===== src/rtl/flash_cmd_regs.vh =====
// Purpose: Constants for the remote flash command handler.
// Assumes: Byte-wide request and response streams, 32-bit register words.
// Notes: Offsets are byte addresses on the register bus.
`ifndef FLASH_CMD_REGS_VH
`define FLASH_CMD_REGS_VH
`define CODE_WRITE 8'h02
`define CODE_ERASE_WRITE 8'h03
`define CODE_READ 8'h04
`define RESP_FLAG 8'h80
`define STATUS_FAIL_BIT 0
`define LAST_BLOCK 16'h009f
`define HDR_BYTES 4'h8
`define OFS_STATUS 12'h000
`define OFS_MASK 12'h004
`define OFS_STATE 12'h008
`define OFS_CTRL 12'h00c
`define EV_DONE 0
`define EV_ERROR 1
`define EV_ERASE_ALL 2
`define MASK_RESET 3'h0
`define CTRL_RESET 1'h1
`endif


===== src/rtl/flash_cmd.v =====
// Purpose: Decodes remote write, erase-then-write and read commands and answers each one.
// Assumes: Request bytes arrive on a valid/ready stream marked by a last flag; source endpoint given beside it.
// Notes: Registers over AXI4-Lite give event status, mask, state and an enable.
//
// Decided for this implementation: the placing of the registers and register access over AXI4-Lite.
`timescale 1ns/1ps
`default_nettype none
`include "flash_cmd_regs.vh"
// Function
// - Each accepted request gets exactly one response, sent to its source endpoint.
// - Write answers with code 0x82, erase-then-write with 0x83.
// - Status bit zero is one on failure, zero on success; others zero.
// - Block and offset fields of the response echo the request.
// - Write responses carry byte count zero and no payload.
// - Code 0x04 is decoded as a read of flash contents.
// - Offset field is the byte position in the block where access starts.
// - A read is answered with code 0x84.
// - Read response appends bytes in address order with count of appended bytes.
// - Erase-then-write erases the block first, or the whole store when its count is zero; plain write erases only when its count is zero.
// - Write request with count zero erases the whole store, writes nothing.
module flash_cmd #(
  parameter BLOCKS = 4,
  parameter BLOCK_BYTES = 16,
  parameter AW = 6,
  parameter EPW = 8
) (
  // Clock and reset.
  input wire mclk,
  input wire rst,
  // Request byte stream.
  input wire req_valid,
  input wire [7:0] req_data,
  input wire req_last,
  input wire [EPW-1:0] req_src_ep,
  output wire req_ready,
  // Response byte stream.
  output reg rsp_valid,
  output reg [7:0] rsp_data,
  output reg rsp_last,
  output reg [EPW-1:0] rsp_dst_ep,
  input wire rsp_ready,
  // AXI4-Lite slave.
  input wire [11:0] s_axi_awaddr,
  input wire s_axi_awvalid,
  output wire s_axi_awready,
  input wire [31:0] s_axi_wdata,
  input wire [3:0] s_axi_wstrb,
  input wire s_axi_wvalid,
  output wire s_axi_wready,
  output reg [1:0] s_axi_bresp,
  output reg s_axi_bvalid,
  input wire s_axi_bready,
  input wire [11:0] s_axi_araddr,
  input wire s_axi_arvalid,
  output wire s_axi_arready,
  output reg [31:0] s_axi_rdata,
  output reg [1:0] s_axi_rresp,
  output reg s_axi_rvalid,
  input wire s_axi_rready,
  // Interrupt.
  output wire irq
);
  localparam [5:0] ST_HDR = 6'h01;
  localparam [5:0] ST_DATA = 6'h02;
  localparam [5:0] ST_DRAIN = 6'h04;
  localparam [5:0] ST_HEAD = 6'h08;
  localparam [5:0] ST_RDATA = 6'h10;
  localparam [5:0] ST_WAIT = 6'h20;

  reg [5:0] state;
  reg [3:0] hcnt;
  reg [7:0] code;
  reg [15:0] blk;
  reg [15:0] ofs;
  reg [15:0] cnt;
  reg [15:0] dcnt;
  reg [15:0] pos;
  reg fail;
  reg [2:0] status;
  reg [2:0] mask;
  reg enable;
  reg [AW-1:0] addr;
  reg wr_en;
  reg [7:0] wr_data;
  reg erase_block;
  reg erase_all;
  reg [AW-1:0] erase_base;
  wire [7:0] rd_data;
  reg aw_hold;
  reg w_hold;
  reg [11:0] aw_addr;
  reg [31:0] w_data;
  reg [3:0] w_strb;
  reg req_valid_seen_last;

  flash_store #(.BLOCKS(BLOCKS), .BLOCK_BYTES(BLOCK_BYTES), .AW(AW)) store (
    .mclk(mclk),
    .rst(rst),
    .addr(addr),
    .wr_en(wr_en),
    .wr_data(wr_data),
    .erase_block(erase_block),
    .erase_all(erase_all),
    .erase_base(erase_base),
    .rd_data(rd_data)
  );

  // Header checks: write and read codes, block in range, access within one block.
  wire is_write = (code == `CODE_WRITE) || (code == `CODE_ERASE_WRITE);
  wire is_read = (code == `CODE_READ);
  wire blk_bad = (blk > `LAST_BLOCK) || (blk >= BLOCKS);
  wire span_bad = ({16'h0000, ofs} + {16'h0000, cnt}) > BLOCK_BYTES;
  wire hdr_bad = !(is_write || is_read) || blk_bad || span_bad;
  wire hdr_err = hdr_bad || (hcnt != 4'h0);
  localparam [AW-1:0] BLOCK_STEP = BLOCK_BYTES;
  wire [AW-1:0] base = blk[AW-1:0] * BLOCK_STEP;
  wire hdr_last_byte = (hcnt == `HDR_BYTES - 4'h1);
  wire req_fire = req_valid && req_ready;

  assign req_ready = enable && (state == ST_HDR || state == ST_DATA || state == ST_DRAIN);

  // Response header byte for position pos.
  reg [7:0] hdr_byte;
  always @* begin
    case (pos[2:0])
      3'd0: hdr_byte = code | `RESP_FLAG;
      3'd1: hdr_byte = {7'h00, fail};
      3'd2: hdr_byte = blk[15:8];
      3'd3: hdr_byte = blk[7:0];
      3'd4: hdr_byte = ofs[15:8];
      3'd5: hdr_byte = ofs[7:0];
      3'd6: hdr_byte = (is_read && !fail) ? cnt[15:8] : 8'h00;
      default: hdr_byte = (is_read && !fail) ? cnt[7:0] : 8'h00;
    endcase
  end

  wire rsp_take = rsp_valid && rsp_ready;
  reg rd_pending;
  wire rsp_last_sent = (state == ST_RDATA) && (dcnt == cnt) && !rsp_valid;

  always @(posedge mclk) begin
    wr_en <= 1'b0;
    erase_block <= 1'b0;
    erase_all <= 1'b0;
    if (rst) begin
      state <= ST_HDR;
      hcnt <= 4'h0;
      code <= 8'h00;
      blk <= 16'h0000;
      ofs <= 16'h0000;
      cnt <= 16'h0000;
      dcnt <= 16'h0000;
      pos <= 16'h0000;
      fail <= 1'b0;
      addr <= {AW{1'b0}};
      wr_data <= 8'h00;
      erase_base <= {AW{1'b0}};
      rsp_valid <= 1'b0;
      rsp_data <= 8'h00;
      rsp_last <= 1'b0;
      rsp_dst_ep <= {EPW{1'b0}};
      rd_pending <= 1'b0;
    end else begin
      case (state)
        ST_HDR: begin
          if (req_fire) begin
            // Big-endian header fields in fixed order.
            case (hcnt)
              4'h0: code <= req_data;
              4'h2: blk[15:8] <= req_data;
              4'h3: blk[7:0] <= req_data;
              4'h4: ofs[15:8] <= req_data;
              4'h5: ofs[7:0] <= req_data;
              4'h6: cnt[15:8] <= req_data;
              4'h7: cnt[7:0] <= req_data;
              default: hcnt <= hcnt;
            endcase
            hcnt <= hcnt + 4'h1;
            if (hcnt == 4'h0) begin
              rsp_dst_ep <= req_src_ep;
            end
            if (hdr_last_byte) begin
              hcnt <= 4'h0;
              state <= ST_WAIT;
            end else if (req_last) begin
              state <= ST_WAIT;
            end
          end
        end
        ST_WAIT: begin
          // Header complete: decide, erase if asked, then either take data or answer.
          fail <= hdr_err;
          dcnt <= 16'h0000;
          addr <= base + ofs[AW-1:0];
          pos <= 16'h0000;
          if (!hdr_err && is_write && cnt == 16'h0000) begin
            erase_all <= 1'b1;
          end else if (!hdr_err && code == `CODE_ERASE_WRITE) begin
            erase_block <= 1'b1;
            erase_base <= base;
          end
          if (!req_valid_seen_last) begin
            state <= (is_write && !hdr_err && cnt != 16'h0000) ? ST_DATA : ST_DRAIN;
          end else begin
            state <= ST_HEAD;
          end
        end
        ST_DATA: begin
          if (req_fire) begin
            if (dcnt < cnt) begin
              wr_en <= 1'b1;
              wr_data <= req_data;
              dcnt <= dcnt + 16'h0001;
            end
            if (wr_en) begin
              addr <= addr + {{(AW-1){1'b0}}, 1'b1};
            end
            if (req_last) begin
              state <= ST_HEAD;
            end
          end else if (wr_en) begin
            addr <= addr + {{(AW-1){1'b0}}, 1'b1};
          end
        end
        ST_DRAIN: begin
          if (req_fire && req_last) begin
            state <= ST_HEAD;
          end
        end
        ST_HEAD: begin
          // One response per request, header first.
          // All write data has been counted by the first header byte.
          if (is_write && pos == 16'h0000) begin
            fail <= fail || (dcnt != cnt);
          end
          if (!rsp_valid || rsp_take) begin
            if (pos == {12'h000, `HDR_BYTES}) begin
              rsp_valid <= 1'b0;
              rsp_last <= 1'b0;
              addr <= base + ofs[AW-1:0];
              dcnt <= 16'h0000;
              rd_pending <= 1'b0;
              state <= ST_RDATA;
            end else begin
              rsp_valid <= 1'b1;
              rsp_data <= hdr_byte;
              rsp_last <= (pos == 16'h0007) && !(is_read && !fail && cnt != 16'h0000);
              pos <= pos + 16'h0001;
            end
          end
        end
        ST_RDATA: begin
          // Read payload in address order; a one-cycle store latency is tracked.
          if (rsp_take) begin
            rsp_valid <= 1'b0;
          end
          if (!rsp_last_sent && is_read && !fail && dcnt < cnt) begin
            if (!rd_pending && (!rsp_valid || rsp_take)) begin
              rd_pending <= 1'b1;
            end else if (rd_pending) begin
              rsp_valid <= 1'b1;
              rsp_data <= rd_data;
              rsp_last <= (dcnt == cnt - 16'h0001);
              dcnt <= dcnt + 16'h0001;
              addr <= addr + {{(AW-1){1'b0}}, 1'b1};
              rd_pending <= 1'b0;
            end
          end else if (!rsp_valid || rsp_take) begin
            rsp_valid <= 1'b0;
            rsp_last <= 1'b0;
            hcnt <= 4'h0;
            state <= ST_HDR;
          end
        end
        default: state <= ST_HDR;
      endcase
    end
  end

  // Tracks whether the request frame already ended inside its header.
  always @(posedge mclk) begin
    if (rst) begin
      req_valid_seen_last <= 1'b0;
    end else if (state == ST_HDR && req_fire) begin
      req_valid_seen_last <= req_last;
    end
  end

  // Events: response done, error reported, whole store erased.
  wire next_leave = !(is_read && !fail && dcnt < cnt) && (!rsp_valid || rsp_take);
  wire ev_done = (state == ST_RDATA) && (next_leave);
  wire [2:0] events = {erase_all, ev_done && fail, ev_done};

  // AXI4-Lite slave: address and data taken in either order.
  assign s_axi_awready = !aw_hold && !s_axi_bvalid;
  assign s_axi_wready = !w_hold && !s_axi_bvalid;
  assign s_axi_arready = !s_axi_rvalid;
  wire aw_ok = aw_hold || s_axi_awvalid;
  wire w_ok = w_hold || s_axi_wvalid;
  wire [11:0] wa = aw_hold ? aw_addr : s_axi_awaddr;
  wire [31:0] wd = w_hold ? w_data : s_axi_wdata;
  wire [3:0] ws = w_hold ? w_strb : s_axi_wstrb;
  wire do_write = aw_ok && w_ok && !s_axi_bvalid;
  wire wr_map = (wa == `OFS_STATUS) || (wa == `OFS_MASK) || (wa == `OFS_STATE) || (wa == `OFS_CTRL);
  wire [2:0] clr = (do_write && wa == `OFS_STATUS && ws[0]) ? wd[2:0] : 3'h0;

  always @(posedge mclk) begin
    if (rst) begin
      aw_hold <= 1'b0;
      w_hold <= 1'b0;
      aw_addr <= 12'h000;
      w_data <= 32'h00000000;
      w_strb <= 4'h0;
      s_axi_bvalid <= 1'b0;
      s_axi_bresp <= 2'b00;
      s_axi_rvalid <= 1'b0;
      s_axi_rresp <= 2'b00;
      s_axi_rdata <= 32'h00000000;
      status <= 3'h0;
      mask <= `MASK_RESET;
      enable <= `CTRL_RESET;
    end else begin
      // A new event wins over a clear in the same cycle.
      status <= (status & ~clr) | events;
      if (do_write) begin
        aw_hold <= 1'b0;
        w_hold <= 1'b0;
        s_axi_bvalid <= 1'b1;
        s_axi_bresp <= wr_map ? 2'b00 : 2'b10;
        if (wa == `OFS_MASK && ws[0]) begin
          mask <= wd[2:0];
        end
        if (wa == `OFS_CTRL && ws[0]) begin
          enable <= wd[0];
        end
      end else begin
        if (s_axi_awvalid && s_axi_awready) begin
          aw_hold <= 1'b1;
          aw_addr <= s_axi_awaddr;
        end
        if (s_axi_wvalid && s_axi_wready) begin
          w_hold <= 1'b1;
          w_data <= s_axi_wdata;
          w_strb <= s_axi_wstrb;
        end
      end
      if (s_axi_bvalid && s_axi_bready) begin
        s_axi_bvalid <= 1'b0;
      end
      if (s_axi_arvalid && s_axi_arready) begin
        s_axi_rvalid <= 1'b1;
        s_axi_rresp <= 2'b00;
        case (s_axi_araddr)
          `OFS_STATUS: s_axi_rdata <= {29'h0, status};
          `OFS_MASK: s_axi_rdata <= {29'h0, mask};
          `OFS_STATE: s_axi_rdata <= {26'h0, state};
          `OFS_CTRL: s_axi_rdata <= {31'h0, enable};
          default: begin
            s_axi_rdata <= 32'h00000000;
            s_axi_rresp <= 2'b10;
          end
        endcase
      end else if (s_axi_rvalid && s_axi_rready) begin
        s_axi_rvalid <= 1'b0;
      end
    end
  end

  assign irq = |(status & mask);
endmodule
`default_nettype wire


===== src/rtl/flash_store.v =====
// Purpose: Flip-flop model of the general flash store with block and whole-store erase.
// Assumes: Erased bytes read as all ones.
// Notes: Erase of one block or of the whole store completes in one cycle.
`timescale 1ns/1ps
`default_nettype none
module flash_store #(
  parameter BLOCKS = 4,
  parameter BLOCK_BYTES = 16,
  parameter AW = 6
) (
  // Clock and reset.
  input wire mclk,
  input wire rst,
  // Access port.
  input wire [AW-1:0] addr,
  input wire wr_en,
  input wire [7:0] wr_data,
  input wire erase_block,
  input wire erase_all,
  input wire [AW-1:0] erase_base,
  output reg [7:0] rd_data
);
  localparam DEPTH = BLOCKS * BLOCK_BYTES;
  reg [7:0] mem [0:DEPTH-1];
  integer i;
  always @(posedge mclk) begin
    rd_data <= (addr < DEPTH) ? mem[addr] : 8'hff;
    for (i = 0; i < DEPTH; i = i + 1) begin
      if (rst || erase_all) begin
        mem[i] <= 8'hff;
      end else if (erase_block && i >= erase_base && i < erase_base + BLOCK_BYTES) begin
        mem[i] <= 8'hff;
      end else if (wr_en && addr == i) begin
        mem[i] <= mem[i] & wr_data;
      end
    end
  end
endmodule
`default_nettype wire


===== config.mk =====
export PLATFORM = sky130hd
export DESIGN_NAME = flash_cmd
export DESIGN_NICKNAME = d
export VERILOG_FILES = /design/src/rtl/flash_cmd.v /design/src/rtl/flash_store.v
export VERILOG_INCLUDE_DIRS = /design/src /design/src/rtl
export SDC_FILE = /design/constraint.sdc
export NUM_CORES = 1
export LEC_CHECK = 0
export ABC_AREA = 0
export BUFFER_PORTS_ARGS = -buffer_cell sky130_fd_sc_hd__buf_4
export CAP_MARGIN = 20
export CORE_MARGIN = 4
export CORE_UTILIZATION = 36
export CTS_CLUSTER_DIAMETER = 100
export DETAILED_ROUTE_END_ITERATION = 10
export PLACE_DENSITY = 0.61
export SKIP_CTS_REPAIR_TIMING = 1
export SLEW_MARGIN = 10
export SYNTH_ARGS = -nofsm -noshare
export SYNTH_HDL_FRONTEND = slang
export SYNTH_SLANG_ARGS = --single-unit

===== constraint.sdc =====
create_clock -name mclk -period 9.5 [get_ports mclk]
set_input_delay 0.95 -clock mclk [delete_from_list [all_inputs] [get_ports mclk]]
set_output_delay 0.95 -clock mclk [all_outputs]
set_load 0.02 [all_outputs]

==> impl_metrics.tcl, run 1 <==
set metrics [dict create \
    run_status "complete, no violations" \
    tritoncts_clock_tree "done" \
    ant_nets 0 \
    post_synth_instance_area_um2 34400 \
    yosys_most_used_dff "edfxtp_1" \
    timing_max_transition_violations_final 0 \
    core_um2 94900 \
    ios 147 \
    switching_share_pct 24.3 \
    power.ir.vdd_worst_uv 122 \
    num_cts_buffers 80 \
    cts_root_buffer "clkbuf_16" \
    hold_fails_final_rpt 0 \
    worst_ep_required_time_ps 9760 \
    p_leak_nw 11.3 \
    cp-start-kind "register" \
    die_area_um2 101000 \
    max_slew.worst_pin.slew_ps 1110 \
    worstPathArrival_ps 4270 \
    proportion_of_power_drawn_by_flip_flops_and_latches_pct 48.2 \
    timing.setup.critical_path_class "reg -> reg" \
    fp.dieW_um 317 \
    clkTransAtPathRegs_ps 60 \
    cts_max_level 3 \
    place_area_um2 36300 \
    post_drt_via_cell_ratio 5.69 \
    setup.worst_path.start "addr[1]" \
    hold_path_startpoint "s_axi_rdata[2]" \
    fill_cells 8931 \
    drv_cap 0 \
    multi_input_comb_area_um2 14400 \
    layout.nets 3087 \
    synth-seq-area-share_pct 55.2 \
    fmax_mhz 249 \
    most_frequent_cells_after_synthesis "nand2_1 (533), edfxtp_1 (512), a21o_1 (388)" \
    finalSetupViolations 0 \
    rows 113 \
    crit_slowest_cell "o21ai_1" \
    min-delay-path-class "reg -> reg" \
    yosys.area.top_type_share_pct 44.7 \
    ys_seq_elements 693 \
    route.detailed.drc 0 \
    dp.cells 4126 \
    power.density_cell_area_nw_per_um2 177 \
    die_height_um 317 \
    synth_edf_count 512 \
    critical_path_buf_inv_count 1 \
    grt_max_degree 90 \
    final.period_utilization_pct 42.3 \
    drt_pre_antenna_iters 7 \
    first_iter_violations 2766 \
    synth-async-reset-ratio_pct 0 \
    timing.critical_path.to_type "register" \
    setup_total_negative_slack_ps 0 \
    clock_sink_count 693 \
    post-synth-top-area-cell "edfxtp_1" \
    synthMostInstantiatedCell "nand2_1" \
    route.detailed.wl_per_inst_um 22.4 \
    place.detailed.hpwl_um 64000 \
    post_placement_setup_slack_ps 5390 \
    globalRouteTotalUtil_pct 18.6 \
    unrepaired_setup_endpoints_after_global_routing "no" \
    grt_first_pass_wirelength_um 144000 \
    port_buffers 86 \
    timing.rr.start "addr[1]" \
    detail_route.wirelength_um 96000 \
    antenna_found_initial 1 \
    netlist-cell-type-count 76 \
    power.share.clock_pct 44.6 \
    clock_skew_ps 34.5 \
    finalInstanceArea_um2 38900 \
    power.net_switching_mw 1.67 \
    yosys_warnings 0 \
    comb_power_share_pct 7.1 \
    max_stage_delay_ps 950 \
    fin_ws_ps 5480 \
    postSynthCellCount 2913 \
    first_global_vias 23000 \
    clockBufferDepth 3 \
    path_max_fanout 89 \
    gp_routability_congestion 0.867 \
    final_layout_size_suffix_gt1_share_pct 15.8 \
    area_growth_pct 13.1 \
    crit_family "compound AO/OA/AOI/OAI gates" \
    final_period_minus_worst_setup_slack_ps 4020 \
    final-seq-area_um2 19000 \
    start_util_pct 36.3 \
    syn-mean-instance-area_um2 11.8 \
    cellInternalPower_mw 5.22 \
    global_route.overflow_total 0 \
    route.vias.total 24300 \
    timing.critical_path.cells "buf_12 > ha_1 > nand2_1 > o21ai_1" \
    instances_no_fill 4280 \
    clkLatencyLatePin_ps 640 \
    synthTopCellsByArea "edfxtp_1 (45%), mux4_2 (11%), dfxtp_1 (11%)" \
    relSlewSlack_pct 25.5 \
]
-- cell type report --
type	instances	share of cell area, %
Multi-Input combinational cell	1979	37.0
Clock buffer	101	5.58
Clock inverter	43	1.08
Antenna cell	1	0.00643
Tap cell	1265	4.07
Inverter	42	0.405
Timing Repair Buffer	156	2.97
Sequential cell	693	48.9
-- per-stage QoR --
step,util [%],total power [mW],hold WS (ps)
2_1_floorplan,-,3.70,431
3_3_place_gp,38.2,3.87,441
3_5_place_dp,38.2,3.87,447
5_1_grt,41.0,7.12,466
4_1_cts,41.0,6.94,454
6_report,41.0,6.89,452
-- power groups by stage --
| stage | clock network (mW) | registers (mW) | logic (mW) |
|---|---|---|---|
| 4_1_cts | 3.13 | 3.32 | 0.485 |
| 3_3_place_gp | 0 | 3.39 | 0.479 |
| 2_1_floorplan | 0 | 3.37 | 0.329 |
| 3_5_place_dp | 0 | 3.39 | 0.483 |
| 5_1_grt | 3.26 | 3.33 | 0.529 |
| 6_report | 3.08 | 3.33 | 0.493 |
-- logic make-up (layout without fill, tap and decap cells) --
kind of cell    count (synthesis)  after routing  synth area share (%)
simple gates                  905            905                  11.8
compound gates                751            751                  14.8
xor+xnor                       50             50                  1.27
buf+inv                       268            342                  3.31
fa+ha+maj                      49             49                  1.80
other cells                     1             29                0.0109
flops                         693            693                  55.2
mux                           196            196                  11.9
-- worst register-to-register path, stage by stage (launching register included) --
cell and delay, ps:
dfxtp_4 830, buf_12 540, ha_1 940, nand2_1 380, o21ai_1 950
-- routing by layer --
layer  global-route usage, %  wire length, um  part of all wire [%]
met1                    26.0            41300                    43
met2                    29.1            43900                    46
met3                    3.77             7640                   8.0
met4                    6.45             3120                   3.3
met5                       0                0                     0
-- registers in the layout, indices dropped and copies added (netlist names), 2 cells and up --
| signal | count |
|---|---|
| aw_addr | 12 |
| store.mem | 512 |
| erase_base | 2 |
| pos | 16 |
| mask | 3 |
| rsp_data | 8 |
| s_axi_rdata | 6 |
| ofs | 16 |
| addr | 6 |
| hcnt | 4 |
| rsp_dst_ep | 8 |
| status | 3 |
| code | 8 |
| wr_data | 8 |
| blk | 16 |
| w_data | 3 |
| cnt | 16 |
| store.rd_data | 8 |
| state | 6 |
| dcnt | 16 |
-- final timing paths --
path,end,slack (ps),cells past startpoint
worst max-delay path,store.mem[34][2],5480,4
worst min-delay path,s_axi_rdata[2],450,2
worst max register to register,store.mem[34][2],5480,4
worst min register to register,s_axi_rdata[2],450,2
-- cells in the final DEF, fill, tap and decap left out, types with 81 or more instances in the layout --
cell,Yosys,layout
nor2_1,111,111
edfxtp_1,512,512
nand2_1,533,533
buf_4,29,144
mux4_2,169,169
clkbuf_16,0,81
o21ai_0,101,92
a21o_1,388,388
dfxtp_1,181,169
a21oi_1,146,146
Note: power is estimated with default switching activity, not from simulation.
==> inputs of run 2 (changes only) <==
ABC_AREA = 1   (was 0)
clock period = 4 ns   (was 9.5 ns; I/O delays follow)
==> run 2 against run 1 <==
The flow now finishes with violations (negative hold slack). Hold slack got worse by 460 ps. Critical path type unchanged. Largest power group unchanged. Sequential share of layout area fell by 1.7 points. Wire length grew 15%. Largest cell class unchanged. Combinational power grew to 6.0 times the previous value.
==> impl_metrics.tcl, run 2 <==
set metrics [dict create \
    run_status "finished, violations left" \
    violations "negative hold slack" \
    fp.dieW_um 323 \
    synthXorXnorAreaFrac_pct 0.882 \
    start_util_pct 36.3 \
    mostFrequentLayoutCells "nand2_1 (935), o21ai_0 (695), inv_1 (531)" \
    synth_simple_gate_area_share_pct 16.7 \
    most_flop_heavy_register "store.mem" \
    final_period_minus_worst_setup_slack_ps 3130 \
    cts_root_buffer "clkbuf_16" \
    die_height_um 323 \
    ys_seq_elements 693 \
    power.ir.vdd_worst_uv 348 \
    synthMostInstantiatedCell "nand2_1" \
    port_buffers 86 \
    unrepaired_setup_endpoints_after_global_routing "no" \
    critical_path.most_common_cell "nor2_1" \
    path_max_fanout 5 \
    layout.nets 4480 \
    largest_register_ff_count 512 \
    drt_pre_antenna_iters 6 \
    post_synth_instance_area_um2 35700 \
    final_common_cell "nand2_1" \
    p_leak_nw 15.0 \
    yosys_warnings 0 \
    clkLatencyLatePin_ps 660 \
    final.period_utilization_pct 78.4 \
    place.detailed.hpwl_um 73400 \
    synth_mux_area_share_pct 0 \
    crit_family "simple AND/OR/NAND/NOR gates" \
    route.detailed.drc 0 \
    tritoncts_clock_tree "done" \
    global_route.overflow_total 0 \
    power.density_cell_area_nw_per_um2 446 \
    relSlewSlack_pct 37.9 \
    post-synth-top-area-cell "edfxtp_1" \
    timing_max_transition_violations_final 0 \
    setup_total_negative_slack_ps 0 \
    final_layout_size_suffix_gt1_share_pct 7.83 \
    synth-seq-area-share_pct 53.2 \
    worst_ep_required_time_ps 4500 \
    yosys_most_used_dff "edfxtp_1" \
    cp-start-kind "register" \
    route.vias.total 30200 \
    syn-mean-instance-area_um2 8.31 \
    antenna_found_initial 0 \
    num_cts_buffers 79 \
    area_growth_pct 12.8 \
    grt_first_pass_wirelength_um 166000 \
    max_stage_delay_ps 430 \
    fin_hold_ws_ps -4.76 \
    crit_slowest_cell "dfxtp_1" \
    main_combinational_cell_family_by_area_after_synthesis "compound AO/OA/AOI/OAI gates" \
    post_synth_fa_ha_maj_area_fraction_pct 1.74 \
    most_frequent_cells_after_synthesis "nand2_1 (935), o21ai_0 (695), inv_1 (532)" \
    die_area_um2 104000 \
    rows 115 \
    critical_path_buf_inv_count 1 \
    cts_max_level 3 \
    drv_cap 0 \
    clock_sink_count 693 \
    gp_routability_congestion 0.895 \
    worstPathArrival_ps 3630 \
    detail_route.wirelength_um 110000 \
    ant_nets 0 \
    fmax_mhz 319 \
    finalInstanceArea_um2 40300 \
    route.detailed.wl_per_inst_um 19.3 \
    synth-async-reset-ratio_pct 0 \
    clock_skew_ps 55.3 \
    ios 147 \
    clkTransAtPathRegs_ps 60 \
    place_area_um2 37800 \
    postSynthCellCount 4302 \
    synth-compound-area-share_pct 18.8 \
    timing.setup.critical_path_class "reg -> reg" \
    globalRouteTotalUtil_pct 20.4 \
    first_iter_violations 3708 \
    hold_fails_final_rpt 2 \
    post_drt_via_cell_ratio 5.30 \
    timing.critical_path.cells "ha_1 > fa_1 > or2_2 > nor2_1 > nand3_1 > nand2_1 > inv_1 > nor2_1 > nand3_1 > nor2_1 > nand3_1 > nor2_1 > nand3_1 > nor2_1 > nor2_1" \
    synth_edf_count 512 \
    core_um2 98400 \
    finalSetupViolations 0 \
    clockBufferDepth 3 \
    synthTopCellsByArea "edfxtp_1 (43%), dfxtp_1 (10%), nand2_1 (9.8%)" \
    grt_max_degree 145 \
    first_global_vias 27500 \
    min-delay-path-class "in -> reg" \
    max_slew.worst_pin.slew_ps 928 \
    final_core_util_pct 41.0 \
    netlist-cell-type-count 58 \
    yosys.area.top_type_share_pct 43.0 \
    timing.critical_path.to_type "register" \
]
## run 2: cell types whose count changed after synthesis, sizes merged, moves of 23 or more
cell and change:
nand3 +30, nor2 +167, a21o -387, o21ai +593
nand2 +406, mux2i -23, mux4 -169, a21oi +378
inv +498
## run 2: path summary, 6_finish.rpt
kind / start / cells past startpoint / to / slack, ps
max: cnt[0] / 15 / erase_base[4] / 870
min: req_src_ep[5] / 3 / rsp_dst_ep[5] / -5
max reg2reg: cnt[0] / 15 / erase_base[4] / 870
min reg2reg: aw_addr[10] / 2 / aw_addr[10] / 440
## run 2: area by class of cell
cell class                 instances  area, um^2
clock buffer                     103        2170
clock inverter                    38         320
sequential                       693       19000
inverter                         546        2060
timing repair buffer             172        1380
fill                            9967       58100
antenna                            1        2.50
multi-input combinational       2853       13800
tap                             1287        1610
## run 2: where the power goes
group          total [mW]  switching (mW)  internal (mW)  leakage [nW]
Sequential           7.99           0.144           7.85          4.93
Clock                7.03            3.05           3.97          1.23
Combinational        2.96            2.10          0.858          8.87
## run 2: worst min-delay path: cells and delay by family
family	cells	cell delay (ps)
AO/OA/AOI/OAI	1	100
buffers and inverters	2	100
## run 2: cells by family after synthesis
| family | after synthesis |
|---|---|
| xor gates and xnor gates | 36 |
| adders and majority gates | 49 |
| buffers and inverters | 783 |
| other | 1 |
| DFF | 693 |
| and+or+nand+nor | 1440 |
| AOI/OAI and AO/OA | 1300 |
## run 2: per-stage QoR
stage	hold WS (ps)	power [mW]	setup slack, ps	std cells
2_1_floorplan	420	9.95	1240	4329
3_3_place_gp	429	11.0	917	5550
3_5_place_dp	431	11.0	923	5550
4_1_cts	-42.0	18.0	867	5691
5_1_grt	5.21	18.7	627	5692
6_report	-4.76	18.0	866	5693
## run 2: routing by layer
layer	GRT usage [%]	up-vias	part of all wire, %	routed length [um]
met5	0	-	0	0
met3	2.87	229	8.2	9010
met1	28.3	14100	43	47100
met2	32.8	1245	45	49700
met4	7.39	0	3.7	4090
li1	-	14600	-	-
